===== config.mk =====
export PLATFORM = sky130hd
export DESIGN_NAME = cbmd_top
export DESIGN_NICKNAME = d
export VERILOG_FILES = /design/src/hdl/cbmd_pkg.sv /design/src/hdl/cbmd_pin_sync.sv /design/src/hdl/cbmd_top.sv
export SDC_FILE = /design/constraint.sdc
export NUM_CORES = 1
export LEC_CHECK = 0
export ABC_AREA = 1
export BUFFER_PORTS_ARGS = -buffer_cell sky130_fd_sc_hd__buf_4
export CAP_MARGIN = 5
export CORE_UTILIZATION = 44
export DETAILED_ROUTE_END_ITERATION = 8
export GPL_TIMING_DRIVEN = 0
export PLACE_DENSITY = 0.82
export SLEW_MARGIN = 40
export SYNTH_ARGS = -nofsm -noshare
export SYNTH_HDL_FRONTEND = slang
export SYNTH_SLANG_ARGS = --single-unit

===== constraint.sdc =====
create_clock -name core_clk_i -period 2 [get_ports core_clk_i]
set_input_delay 0.3 -clock core_clk_i [delete_from_list [all_inputs] [get_ports core_clk_i]]
set_output_delay 0.3 -clock core_clk_i [all_outputs]
set_load 0.01 [all_outputs]

===== src/hdl/cbmd_pkg.sv =====
// Constants for the chip-mode and bus-mode address decoder.
// Assumes a 22-bit physical address from the core and 25 shared bus pins.
package cbmd_pkg;

  localparam int unsigned CBMD_ADDR_W = 22;
  localparam int unsigned CBMD_PIN_ADDR_W = 19;
  localparam int unsigned CBMD_PORT_W = 34;
  localparam int unsigned CBMD_CS_N = 4;

  // Internal page (RAM, display, I/O) that never goes outside.
  localparam logic [9:0] CBMD_INT_PAGE = 10'h00F;
  // First address above the on-chip program memory.
  localparam logic [21:0] CBMD_PROM_TOP = 22'h00_F000;
  // Top of the lowest 64K physical range.
  localparam logic [21:0] CBMD_LOW64_TOP = 22'h01_0000;
  // External window of the 512K modes, released and internal program.
  localparam logic [21:0] CBMD_REL_EXT_TOP = 22'h20_0000;
  localparam logic [21:0] CBMD_INT_EXT_BOT = 22'h08_0000;
  localparam logic [21:0] CBMD_INT_EXT_TOP = 22'h28_0000;

  // Software encoding of the bus mode request.
  localparam logic [1:0] CBMD_SEL_SINGLE = 2'h0;
  localparam logic [1:0] CBMD_SEL_EXP64 = 2'h1;
  localparam logic [1:0] CBMD_SEL_MIN512 = 2'h2;
  localparam logic [1:0] CBMD_SEL_MAX512 = 2'h3;

  // Chip-select range size in expanded 64K mode.
  localparam logic [1:0] CBMD_SZ_8K = 2'h0;
  localparam logic [1:0] CBMD_SZ_16K = 2'h1;
  localparam logic [1:0] CBMD_SZ_32K = 2'h2;
  localparam logic [1:0] CBMD_SZ_64K = 2'h3;
  localparam logic [1:0] CBMD_SZ_RST = 2'h3;

  // Positions of the shared strobes and the general-purpose bits inside the output port word.
  localparam int unsigned CBMD_PORT_RD = 19;
  localparam int unsigned CBMD_PORT_WR = 20;
  localparam int unsigned CBMD_PORT_CS_LSB = 21;
  localparam int unsigned CBMD_PORT_GP_LSB = 25;

  // Cycles the strap synchroniser needs before its output is trusted.
  localparam logic [1:0] CBMD_SETTLE_CNT = 2'h3;

  typedef enum logic [3:0] {
    CBMD_BM_SINGLE = 4'b0001,
    CBMD_BM_EXP64 = 4'b0010,
    CBMD_BM_MIN512 = 4'b0100,
    CBMD_BM_MAX512 = 4'b1000
  } cbmd_bus_mode_t;

endpackage


===== src/hdl/cbmd_pin_sync.sv =====
// Three-stage synchroniser for one pin level.
// Assumes the pin is asynchronous to core_clk_i; reset value is the pulled level.
`timescale 1ns/10ps
module cbmd_pin_sync #(
  parameter logic RST_VAL = 1'b1
) (
  input wire logic core_clk_i,
  input wire logic arst_n_i,
  input wire logic pin_i,
  output logic level_o,
  output logic agree_o
);

  typedef struct packed {
    logic s1;
    logic s2;
    logic s3;
  } cbmd_sync_t;

  cbmd_sync_t st_r;
  cbmd_sync_t st_nxt;

  always_comb
  begin
    st_nxt = st_r;
    st_nxt.s1 = pin_i;
    st_nxt.s2 = st_r.s1;
    st_nxt.s3 = st_r.s2;
  end

  always_ff @(posedge core_clk_i or negedge arst_n_i)
  begin
    if (!arst_n_i)
    begin
      st_r <= '{s1: RST_VAL, s2: RST_VAL, s3: RST_VAL};
    end
    else
    begin
      st_r <= st_nxt;
    end
  end

  // The first stage is read only by the second one.
  assign level_o = st_r.s3;
  assign agree_o = (st_r.s2 == st_r.s3);

endmodule // cbmd_pin_sync


===== src/hdl/cbmd_top.sv =====
// Chip-mode strap capture, bus-mode selection and external address decode.
// Assumes the core presents a physical address with level read and write
// requests, and the pad ring resolves pins from the output enables.
`timescale 1ns/10ps
module cbmd_top
  import cbmd_pkg::*;
#(
  parameter int unsigned ADDR_W = CBMD_ADDR_W
) (
  input wire logic core_clk_i,
  input wire logic arst_n_i,
  input wire logic program_source_select_pin_i,
  output logic mode_pin_pullup_en_o,
  input wire logic [ADDR_W-1:0] cpu_addr_i,
  input wire logic cpu_rd_i,
  input wire logic cpu_wr_i,
  input wire logic [7:0] cpu_wdata_i,
  output logic [7:0] cpu_rdata_o,
  output logic cpu_int_sel_o,
  input wire logic bus_mode_wr_i,
  input wire logic [1:0] bus_mode_sel_i,
  input wire logic [1:0] cs_size_i,
  input wire logic [CBMD_CS_N-1:0] cs_pin_en_i,
  input wire logic [CBMD_PORT_W-1:0] port_out_i,
  input wire logic [7:0] port_data_i,
  input wire logic [7:0] port_dir_i,
  output logic mode_ready_o,
  output logic released_program_mode_o,
  output logic [1:0] bus_mode_o,
  output logic core_max_model_o,
  output logic bus_ports_mode_o,
  output logic [CBMD_PIN_ADDR_W-1:0] addr_pin_o,
  output logic rd_n_pin_o,
  output logic wr_n_pin_o,
  output logic [CBMD_CS_N-1:0] cs_n_pin_o,
  output logic [CBMD_PORT_W-CBMD_PORT_GP_LSB-1:0] gp_port_o,
  input wire logic [7:0] external_data_lines_i,
  output logic [7:0] external_data_lines_o,
  output logic [7:0] external_data_lines_oe_o,
  output logic [7:0] external_data_lines_pu_o
);

  ////////////////////////////////////////////////////////////////////////////

  typedef struct packed {
    logic strapped;
    logic released;
    logic [1:0] settle;
    cbmd_bus_mode_t bus_mode;
    logic [1:0] cs_size;
    logic [CBMD_CS_N-1:0] cs_n;
    logic rd_n;
    logic wr_n;
    logic [7:0] dat_out;
    logic [7:0] dat_oe;
    logic [7:0] rdata;
    logic int_sel;
    logic [CBMD_PIN_ADDR_W-1:0] addr_pin;
  } cbmd_state_t;

  localparam cbmd_state_t CBMD_STATE_RST = '{
    strapped: 1'b0,
    released: 1'b0,
    settle: 2'h0,
    bus_mode: CBMD_BM_SINGLE,
    cs_size: CBMD_SZ_RST,
    cs_n: {CBMD_CS_N{1'b1}},
    rd_n: 1'b1,
    wr_n: 1'b1,
    dat_out: 8'h00,
    dat_oe: 8'h00,
    rdata: 8'h00,
    int_sel: 1'b0,
    addr_pin: {CBMD_PIN_ADDR_W{1'b0}}
  };

  cbmd_state_t st_r;
  cbmd_state_t st_nxt;

  logic pin_level;
  logic pin_agree;

  logic [21:0] addr;
  logic int_page;
  logic prom_hit;
  logic ext_hit;
  logic [1:0] cs_idx;
  logic access;

  ////////////////////////////////////////////////////////////////////////////
  // Strap pin.

  cbmd_pin_sync #(
    .RST_VAL(1'b1)
  ) u_mode_sync (
    .core_clk_i(core_clk_i),
    .arst_n_i(arst_n_i),
    .pin_i(program_source_select_pin_i),
    .level_o(pin_level),
    .agree_o(pin_agree)
  );

  // The pad pull-up stays on so that an open pin reads high.
  assign mode_pin_pullup_en_o = 1'b1;

  ////////////////////////////////////////////////////////////////////////////
  // Address decode.

  assign addr = 22'(cpu_addr_i);
  assign access = st_r.strapped && (cpu_rd_i || cpu_wr_i);

  always_comb
  begin
    int_page = (addr[21:12] == CBMD_INT_PAGE);
    // On-chip program memory answers only when the strap says so.
    prom_hit = !st_r.released && (addr < CBMD_PROM_TOP);
    ext_hit = 1'b0;
    cs_idx = 2'h0;
    unique case (st_r.bus_mode)
      CBMD_BM_SINGLE:
      begin
        ext_hit = 1'b0;
      end
      CBMD_BM_EXP64:
      begin
        if (addr < CBMD_LOW64_TOP)
        begin
          unique case (st_r.cs_size)
            CBMD_SZ_8K:
            begin
              ext_hit = !addr[15];
              cs_idx = addr[14:13];
            end
            CBMD_SZ_16K:
            begin
              ext_hit = 1'b1;
              cs_idx = addr[15:14];
            end
            CBMD_SZ_32K:
            begin
              ext_hit = 1'b1;
              cs_idx = {1'b0, addr[15]};
            end
            default:
            begin
              ext_hit = 1'b1;
              cs_idx = 2'h0;
            end
          endcase
        end
      end
      CBMD_BM_MIN512,
      CBMD_BM_MAX512:
      begin
        // Released window starts at zero, internal window above the
        // internal program area; each select is a 512K slice.
        if (st_r.released)
        begin
          ext_hit = (addr < CBMD_REL_EXT_TOP);
        end
        else
        begin
          ext_hit = (addr >= CBMD_INT_EXT_BOT) &&
                    (addr < CBMD_INT_EXT_TOP);
        end
        cs_idx = addr[20:19];
      end
      default:
      begin
        ext_hit = 1'b0;
      end
    endcase
    // Internal memory always wins an overlap.
    ext_hit = ext_hit && !int_page && !prom_hit;
  end

  ////////////////////////////////////////////////////////////////////////////
  // Next state.

  always_comb
  begin
    st_nxt = st_r;

    // The strap is taken once, after the synchroniser has filled and its
    // last two stages agree; a later pin change needs a new reset.
    if (!st_r.strapped)
    begin
      if (st_r.settle != CBMD_SETTLE_CNT)
      begin
        st_nxt.settle = st_r.settle + 2'h1;
      end
      else if (pin_agree)
      begin
        st_nxt.strapped = 1'b1;
        st_nxt.released = !pin_level;
        st_nxt.bus_mode = pin_level ? CBMD_BM_SINGLE
                                    : CBMD_BM_EXP64;
      end
    end
    else if (bus_mode_wr_i)
    begin
      // Requests that the program mode forbids leave the mode unchanged.
      st_nxt.cs_size = cs_size_i;
      unique case (bus_mode_sel_i)
        CBMD_SEL_SINGLE:
        begin
          if (!st_r.released)
          begin
            st_nxt.bus_mode = CBMD_BM_SINGLE;
          end
        end
        CBMD_SEL_EXP64:
        begin
          if (st_r.released)
          begin
            st_nxt.bus_mode = CBMD_BM_EXP64;
          end
        end
        CBMD_SEL_MIN512:
        begin
          st_nxt.bus_mode = CBMD_BM_MIN512;
        end
        default:
        begin
          st_nxt.bus_mode = CBMD_BM_MAX512;
        end
      endcase
    end

    // Strobes follow the request one cycle later and only for an external
    // target; internal accesses leave them idle and, outside single chip, the data lines free.
    st_nxt.int_sel = access && !ext_hit;
    st_nxt.cs_n = {CBMD_CS_N{1'b1}};
    st_nxt.rd_n = 1'b1;
    st_nxt.wr_n = 1'b1;
    st_nxt.dat_oe = 8'h00;
    st_nxt.dat_out = cpu_wdata_i;
    if (access && ext_hit)
    begin
      st_nxt.cs_n[cs_idx] = 1'b0;
      st_nxt.rd_n = !cpu_rd_i;
      st_nxt.wr_n = !(cpu_wr_i && !cpu_rd_i);
      if (cpu_wr_i && !cpu_rd_i)
      begin
        st_nxt.dat_oe = 8'hFF;
      end
    end
    if (st_r.bus_mode == CBMD_BM_SINGLE)
    begin
      // Data lines are plain bidirectional port bits here.
      st_nxt.dat_out = port_data_i;
      st_nxt.dat_oe = port_dir_i;
    end

    // Read data is taken while the registered read strobe st_r.rd_n is low, not the single-chip port pin.
    if (!st_r.rd_n)
    begin
      st_nxt.rdata = external_data_lines_i;
    end

    unique case (st_r.bus_mode)
      CBMD_BM_SINGLE:
      begin
        st_nxt.addr_pin = port_out_i[CBMD_PIN_ADDR_W-1:0];
      end
      CBMD_BM_EXP64:
      begin
        st_nxt.addr_pin = {port_out_i[CBMD_PIN_ADDR_W-1:16], addr[15:0]};
      end
      default:
      begin
        st_nxt.addr_pin = addr[CBMD_PIN_ADDR_W-1:0];
      end
    endcase
  end

  ////////////////////////////////////////////////////////////////////////////

  always_ff @(posedge core_clk_i or negedge arst_n_i)
  begin
    if (!arst_n_i)
    begin
      st_r <= CBMD_STATE_RST;
    end
    else
    begin
      st_r <= st_nxt;
    end
  end

  ////////////////////////////////////////////////////////////////////////////
  // Pin muxing. The strobes come from flip-flops; in single chip every
  // shared pin reflects the port registers instead.

  logic single;

  assign single = (st_r.bus_mode == CBMD_BM_SINGLE);

  assign addr_pin_o = st_r.addr_pin;
  assign rd_n_pin_o = single ? port_out_i[CBMD_PORT_RD] : st_r.rd_n;
  assign wr_n_pin_o = single ? port_out_i[CBMD_PORT_WR] : st_r.wr_n;

  genvar gi;
  generate
    for (gi = 0; gi < CBMD_CS_N; gi++)
    begin : g_cs
      assign cs_n_pin_o[gi] = (single || !cs_pin_en_i[gi])
                            ? port_out_i[CBMD_PORT_CS_LSB + gi]
                            : st_r.cs_n[gi];
    end
  endgenerate

  assign gp_port_o = port_out_i[CBMD_PORT_W-1:CBMD_PORT_GP_LSB];

  // Pull-ups hold each data line whenever it is not driven.
  assign external_data_lines_o = st_r.dat_out;
  assign external_data_lines_oe_o = st_r.dat_oe;
  assign external_data_lines_pu_o = ~st_r.dat_oe;

  assign cpu_rdata_o = st_r.rdata;
  assign cpu_int_sel_o = st_r.int_sel;
  assign mode_ready_o = st_r.strapped;
  assign released_program_mode_o = st_r.released;
  assign bus_ports_mode_o = single;

  // Only the maximum mode lets the core leave the common area plus one bank.
  assign core_max_model_o = (st_r.bus_mode == CBMD_BM_MAX512);

  always_comb
  begin
    unique case (st_r.bus_mode)
      CBMD_BM_SINGLE: bus_mode_o = CBMD_SEL_SINGLE;
      CBMD_BM_EXP64: bus_mode_o = CBMD_SEL_EXP64;
      CBMD_BM_MIN512: bus_mode_o = CBMD_SEL_MIN512;
      default: bus_mode_o = CBMD_SEL_MAX512;
    endcase
  end

endmodule // cbmd_top


Yosys cells after proc, flatten, opt, wreduce, memory -nomap -nowiden
Cells that the tools add are included.
- flip-flop bits (word level): 63
- output and inout port bits: 74
- logic and storage cells: 110
- add/subtract/negate cells: 1
- magnitude comparators: 7
- eq/ne operators: 15
- muxes and demuxes: 33
- bitwise gates (word level): 4
- reductions and logical operators: 34
- operator list (operator ; number):
    $lt A22 B22 Y1 const B ; 2
    $pmux W19 S2 ; 1
    $mux W4 ; 6
    $ge A22 B20 Y1 const B ; 1
    $lt A22 B16 Y1 const B ; 1
    $lt A22 B17 Y1 const B ; 1
    $mux W16 ; 1
    $mux W8 ; 2
    $logic_not A1 Y1 ; 12
    $mux W6 ; 2
    $pmux W2 S3 ; 2
    $pmux W4 S3 ; 1
    $eq A10 B4 Y1 const B ; 1
    $mux W1 ; 10
    $mux W2 ; 5
    $logic_and A1 B1 Y1 ; 9
    $not A8 Y8 ; 1
    $ne A2 B2 Y1 const B ; 3
    $ne A3 B3 Y1 const B ; 2
    $logic_or A1 B1 Y1 ; 5
    $reduce_and A5 Y1 ; 1
    $eq A2 B1 Y1 const B ; 2
    $eq A2 B2 Y1 const B ; 2
    $eq A4 B1 Y1 const B ; 1
    17 further kinds ; 20

Logic depth before layout (Yosys ltp)
- depth after elaboration: 10
- depth in mapped cells: 9

Hierarchy
A second synthesis with hierarchy kept.
- cell total of the unflattened synthesis: 361
- area total of the unflattened synthesis: 3145.5 µm²
- by module, submodules not included (module ; times used ; cells each ; area an instance (µm²) ; seq. area each (µm²)):
    cbmd_top ; 1 ; 353 ; 3047.9 ; 1512.7
    cbmd_pin_sync ; 1 ; 8 ; 97.6 ; 78.8

Worst setup path before layout
Ideal clock, no wire load.
- path type: reg2out
- start point: register st_r[52] (netlist bit)
- end point: output port cs_n_pin_o[0]
- arrival: 1.281 ns
- required time: 1.700 ns
- setup slack: 0.419 ns
- cell stages (with the launch flop): 6
- cells stage by stage: dfstp_2 inv_2 nor3_4 inv_2 buf_2 a31oi_1
- word-level cells in the longest chain between the ends: 3
- ends and longest elaborated chain (item ; line ; source):
    start, declared ; cbmd_top.sv:77 ; cbmd_state_t st_r;
    start signal, assigned ; cbmd_top.sv:287 ; st_r <= st_nxt;
    $eq A4 B1 Y1 ; cbmd_top.sv:297 ; assign single = (st_r.bus_mode == CBMD_BM_SINGLE);
    $logic_or A1 B1 Y1 ; cbmd_top.sv:307 ; assign cs_n_pin_o[gi] = (single || !cs_pin_en_i[gi])
    $mux W1 ; cbmd_top.sv:308 ; ? port_out_i[CBMD_PORT_CS_LSB + gi]
    end, declared ; cbmd_top.sv:35 ; output logic [CBMD_CS_N-1:0] cs_n_pin_o,
No other way between the ends.

Worst setup path after layout
- start point: register st_r[52] (netlist bit)
- end point: output port cs_n_pin_o[2]
The elaborated chain is that of the path after synthesis.

==> results.md <==
Status
* finished with violations — result of the run
* negative setup slack — failing checks

Synth
* 50.94% — post-synthesis sequential area ratio
* 0 — Syn. warnings
* 359 — Mapped Cells
* 30 — count of unique library cells instantiated by Yosys
* 8.703 um^2 — average instance area after synthesis
* 3124 um^2 — cell area after synthesis
* 462 — net count of the mapped netlist
* 63 — Synth Register Bits

Timing
* 563.9 ps — Worst Max-Slew Pin Slew
* 100.6% — Tcrit/Tclk final
* 79.77 ps — final hold slack
* 0 — number of pins exceeding their max-slew limit in the final report
* 3 — Final Setup Violations
* -11.23 ps — Final Worst Setup Slack
* 497.2 MHz — maximum frequency from static timing analysis
* 2011 ps — final worst path period need
* 6.343 ps — Max Clock Skew
* yes — RSZ-0062 raised after global routing
* 0 — count of endpoints failing hold in the final timing report
* 62.41% — Max transition margin

Clock tree
* sky130_fd_sc_hd__clkbuf_8 — cell at the root of the clock tree
* 3 — H-tree Lvls
* yes — clock tree from TritonCTS
* 330 ps — clock latency at the later pin of the worst-skew pair
* 60 ps — clock input transition at the sequential cells of the worst setup and hold paths
* 2 — buffer depth of the longest clock path
* 9 — CTS Buf Count
* 63 — total number of clock tree sinks

Setup path
* output pin — kind of capture point of the worst setup path
* 1710 ps — Crit path arrival time
* 5 — largest fanout of any net on the critical path
* 1700 ps — required time reported for the critical path endpoint
* register — Critical Path Source Type
* reg -> out — kind of critical path

Route
* 2890 — total number of vias
* 0 — number of design rule violations left after detail routing
* 94 — Iter 0 DRT Violations
* 12.32 um — routed length per instance
* 4.460 — average via count per standard cell
* 0 — antenna-violating nets left
* 7982 um — Routed Wire Length
* 4 — number of detailed-route iterations in the first pass

Finish
* 228 x sky130_fd_sc_hd__buf_4, 124 x sky130_fd_sc_hd__nand2_1, 51 x sky130_fd_sc_hd__dfrtp_1 — commonest non-fill, non-tap cells in the layout
* 52.90% — share of cells above drive strength 1
* 535 — number of inserted filler cells in the final layout
* 0 — Diodes inserted
* sky130_fd_sc_hd__buf_4 — most common cell after layout, fill and taps aside
* 55.31% — Area growth, synth to finish
* 4852 um^2 — fin area
* 650 — Post-layout nets

Global routing
* 0 — residual overflow from global routing
* 0 — antenna violations before repair
* 64 — maximum number of pins on one net before global-route repair
* 21.69% — gr usage total
* 2784 — vias in the first global route
* 12300 um — first-pass GRT wire length

Die
* 30 — standard-cell rows
* 176 — # IOs
* 45.73% — initial standard-cell utilization of the core
* 86.27 um — height of the die
* 7442 um^2 — die area
* 86.27 um — width of the die
* 6832 um^2 — Placeable Area

Flow run
* 0 — count of max-cap constraint violations

Worst hold path
* in -> reg — path type of the worst min-delay path

Placed design
* 6040 um — estimated wirelength of the detail-placed design
* 4483 um^2 — Cell Area, Placed
* 165 — count of buffers from port buffering
* 0.8226 — gpl congestion

Power and ir drop
* 884.2 nW/um^2 — total power divided by cell area
* 789.3 uV — peak supply drop
* 2.645 nW — static leakage

## logic make-up after synthesis
family          Yosys count  synth area share [%]
simple gates            163                 21.95
buf+inv                  94                 18.14
flops                    63                 50.94
compound gates           26                 4.646
mux                       9                 3.244
xor+xnor                  2                0.5608
fa+ha+maj                 1                0.4004
other cells               1                0.1200
## what timing repair did
item                                   CTS  global route
gates cloned                             1             0
resized for setup                       11            10
setup buffers                            8             2
endpoints found under the hold margin    0            51
setup endpoints to repair                7             8
pin swaps                                1             1
hold buffers                             0             1
## power breakdown
group | leakage (nW) | internal [mW] | switching, mW | total, mW
Sequential | 0.735 | 1.51 | 0.106 | 1.61
Combinational | 1.80 | 0.899 | 0.635 | 1.53
Clock | 0.109 | 0.674 | 0.468 | 1.14
Total | 2.64 | 3.08 | 1.21 | 4.29
## flip-flops by register name, indices dropped and copies added, names as in the netlist
signal                    count
addr_pin_o                   19
st_r                         14
cpu_rdata_o                   8
external_data_lines_o         8
external_data_lines_oe_o      8
u_mode_sync.st_nxt            2
cpu_int_sel_o                 1
mode_ready_o                  1
released_program_mode_o       1
u_mode_sync.level_o           1
## per-stage QoR
step                      util (%)  worst slack, ps  total power, mW  instances  TNS, ps
final                        71.03           -11.23            4.290        648   -20.22
after global routing         71.03           -127.7            4.537        648   -739.3
after CTS                    70.15           0.3979            4.291        645        0
after detailed placement     65.62            134.1            3.084        620        0
after global placement       65.62            118.4            3.036        620        0
after floorplan                  -            418.7            2.403        359        0
## cell usage after synthesis
cell	number	area share, %
sky130_fd_sc_hd__nand2_1	125	15
sky130_fd_sc_hd__buf_4	54	13
sky130_fd_sc_hd__dfrtp_1	51	41
sky130_fd_sc_hd__inv_1	29	3.5
sky130_fd_sc_hd__nor2_1	15	1.8
sky130_fd_sc_hd__dfstp_2	12	10
sky130_fd_sc_hd__nand3_1	12	1.9
sky130_fd_sc_hd__mux2_2	9	3.2
sky130_fd_sc_hd__o21ai_0	9	1.4
sky130_fd_sc_hd__a21oi_1	8	1.3
sky130_fd_sc_hd__a31oi_1	4	0.80
sky130_fd_sc_hd__inv_2	4	0.48
sky130_fd_sc_hd__nor2_2	4	0.80
sky130_fd_sc_hd__buf_2	3	0.48
sky130_fd_sc_hd__clkbuf_1	3	0.36
sky130_fd_sc_hd__nand2_2	2	0.40
sky130_fd_sc_hd__o22ai_1	2	0.40
sky130_fd_sc_hd__a21boi_0	1	0.24
sky130_fd_sc_hd__a22oi_1	1	0.24
sky130_fd_sc_hd__and2b_1	1	0.24
sky130_fd_sc_hd__buf_6	1	0.36
sky130_fd_sc_hd__conb_1	1	0.12
sky130_fd_sc_hd__ha_1	1	0.40
sky130_fd_sc_hd__nand3_2	1	0.32
sky130_fd_sc_hd__nand3b_1	1	0.24
sky130_fd_sc_hd__nand4_4	1	0.68
sky130_fd_sc_hd__nor3_4	1	0.52
sky130_fd_sc_hd__o211ai_1	1	0.24
sky130_fd_sc_hd__xnor2_1	1	0.28
sky130_fd_sc_hd__xor2_1	1	0.28
## layer usage
layer  share of wire, %  vias up  track usage [%]  routed length [um]
li1                   -     1428                -                   -
met1                 38     1335            23.78                3042
met2                 53      113            39.11                4223
met3                7.1       14            6.000                 570
met4                1.8        0            9.697                 145
met5                  0        -                0                   0
## layout make-up
type	instances	area (um^2)	share of cell area (%)
Tap cell	96	120.1	2.476
Clock inverter	3	40.04	0.8252
Clock buffer	13	168.9	3.481
Timing Repair Buffer	177	1336	27.54
Buffer	61	469.2	9.670
Inverter	33	123.9	2.553
Multi-Input combinational cell	202	1002	20.65
Sequential cell	63	1592	32.80
## critical path, stage by stage (launching register included)
cell,delay (ps)
sky130_fd_sc_hd__dfstp_2,540
sky130_fd_sc_hd__inv_2,50
sky130_fd_sc_hd__nor3_4,220
sky130_fd_sc_hd__inv_2,100
sky130_fd_sc_hd__buf_6,140
sky130_fd_sc_hd__a31oi_2,180
sky130_fd_sc_hd__buf_4,150
## worst paths after layout
path,to,slack [ps],start,cells past startpoint
setup / recovery,cs_n_pin_o[2],-10,st_r[52],6
hold / removal,u_mode_sync.st_nxt[1],80,program_source_select_pin_i,1
setup reg to reg,addr_pin_o[1],440,st_r[52],7
hold reg to reg,u_mode_sync.st_nxt[0],360,u_mode_sync.st_nxt[1],0
max in group asynchronous,st_r[52],1070,arst_n_i,2
min in group asynchronous,addr_pin_o[1],510,arst_n_i,2
Power figures use the tool's default switching activity.
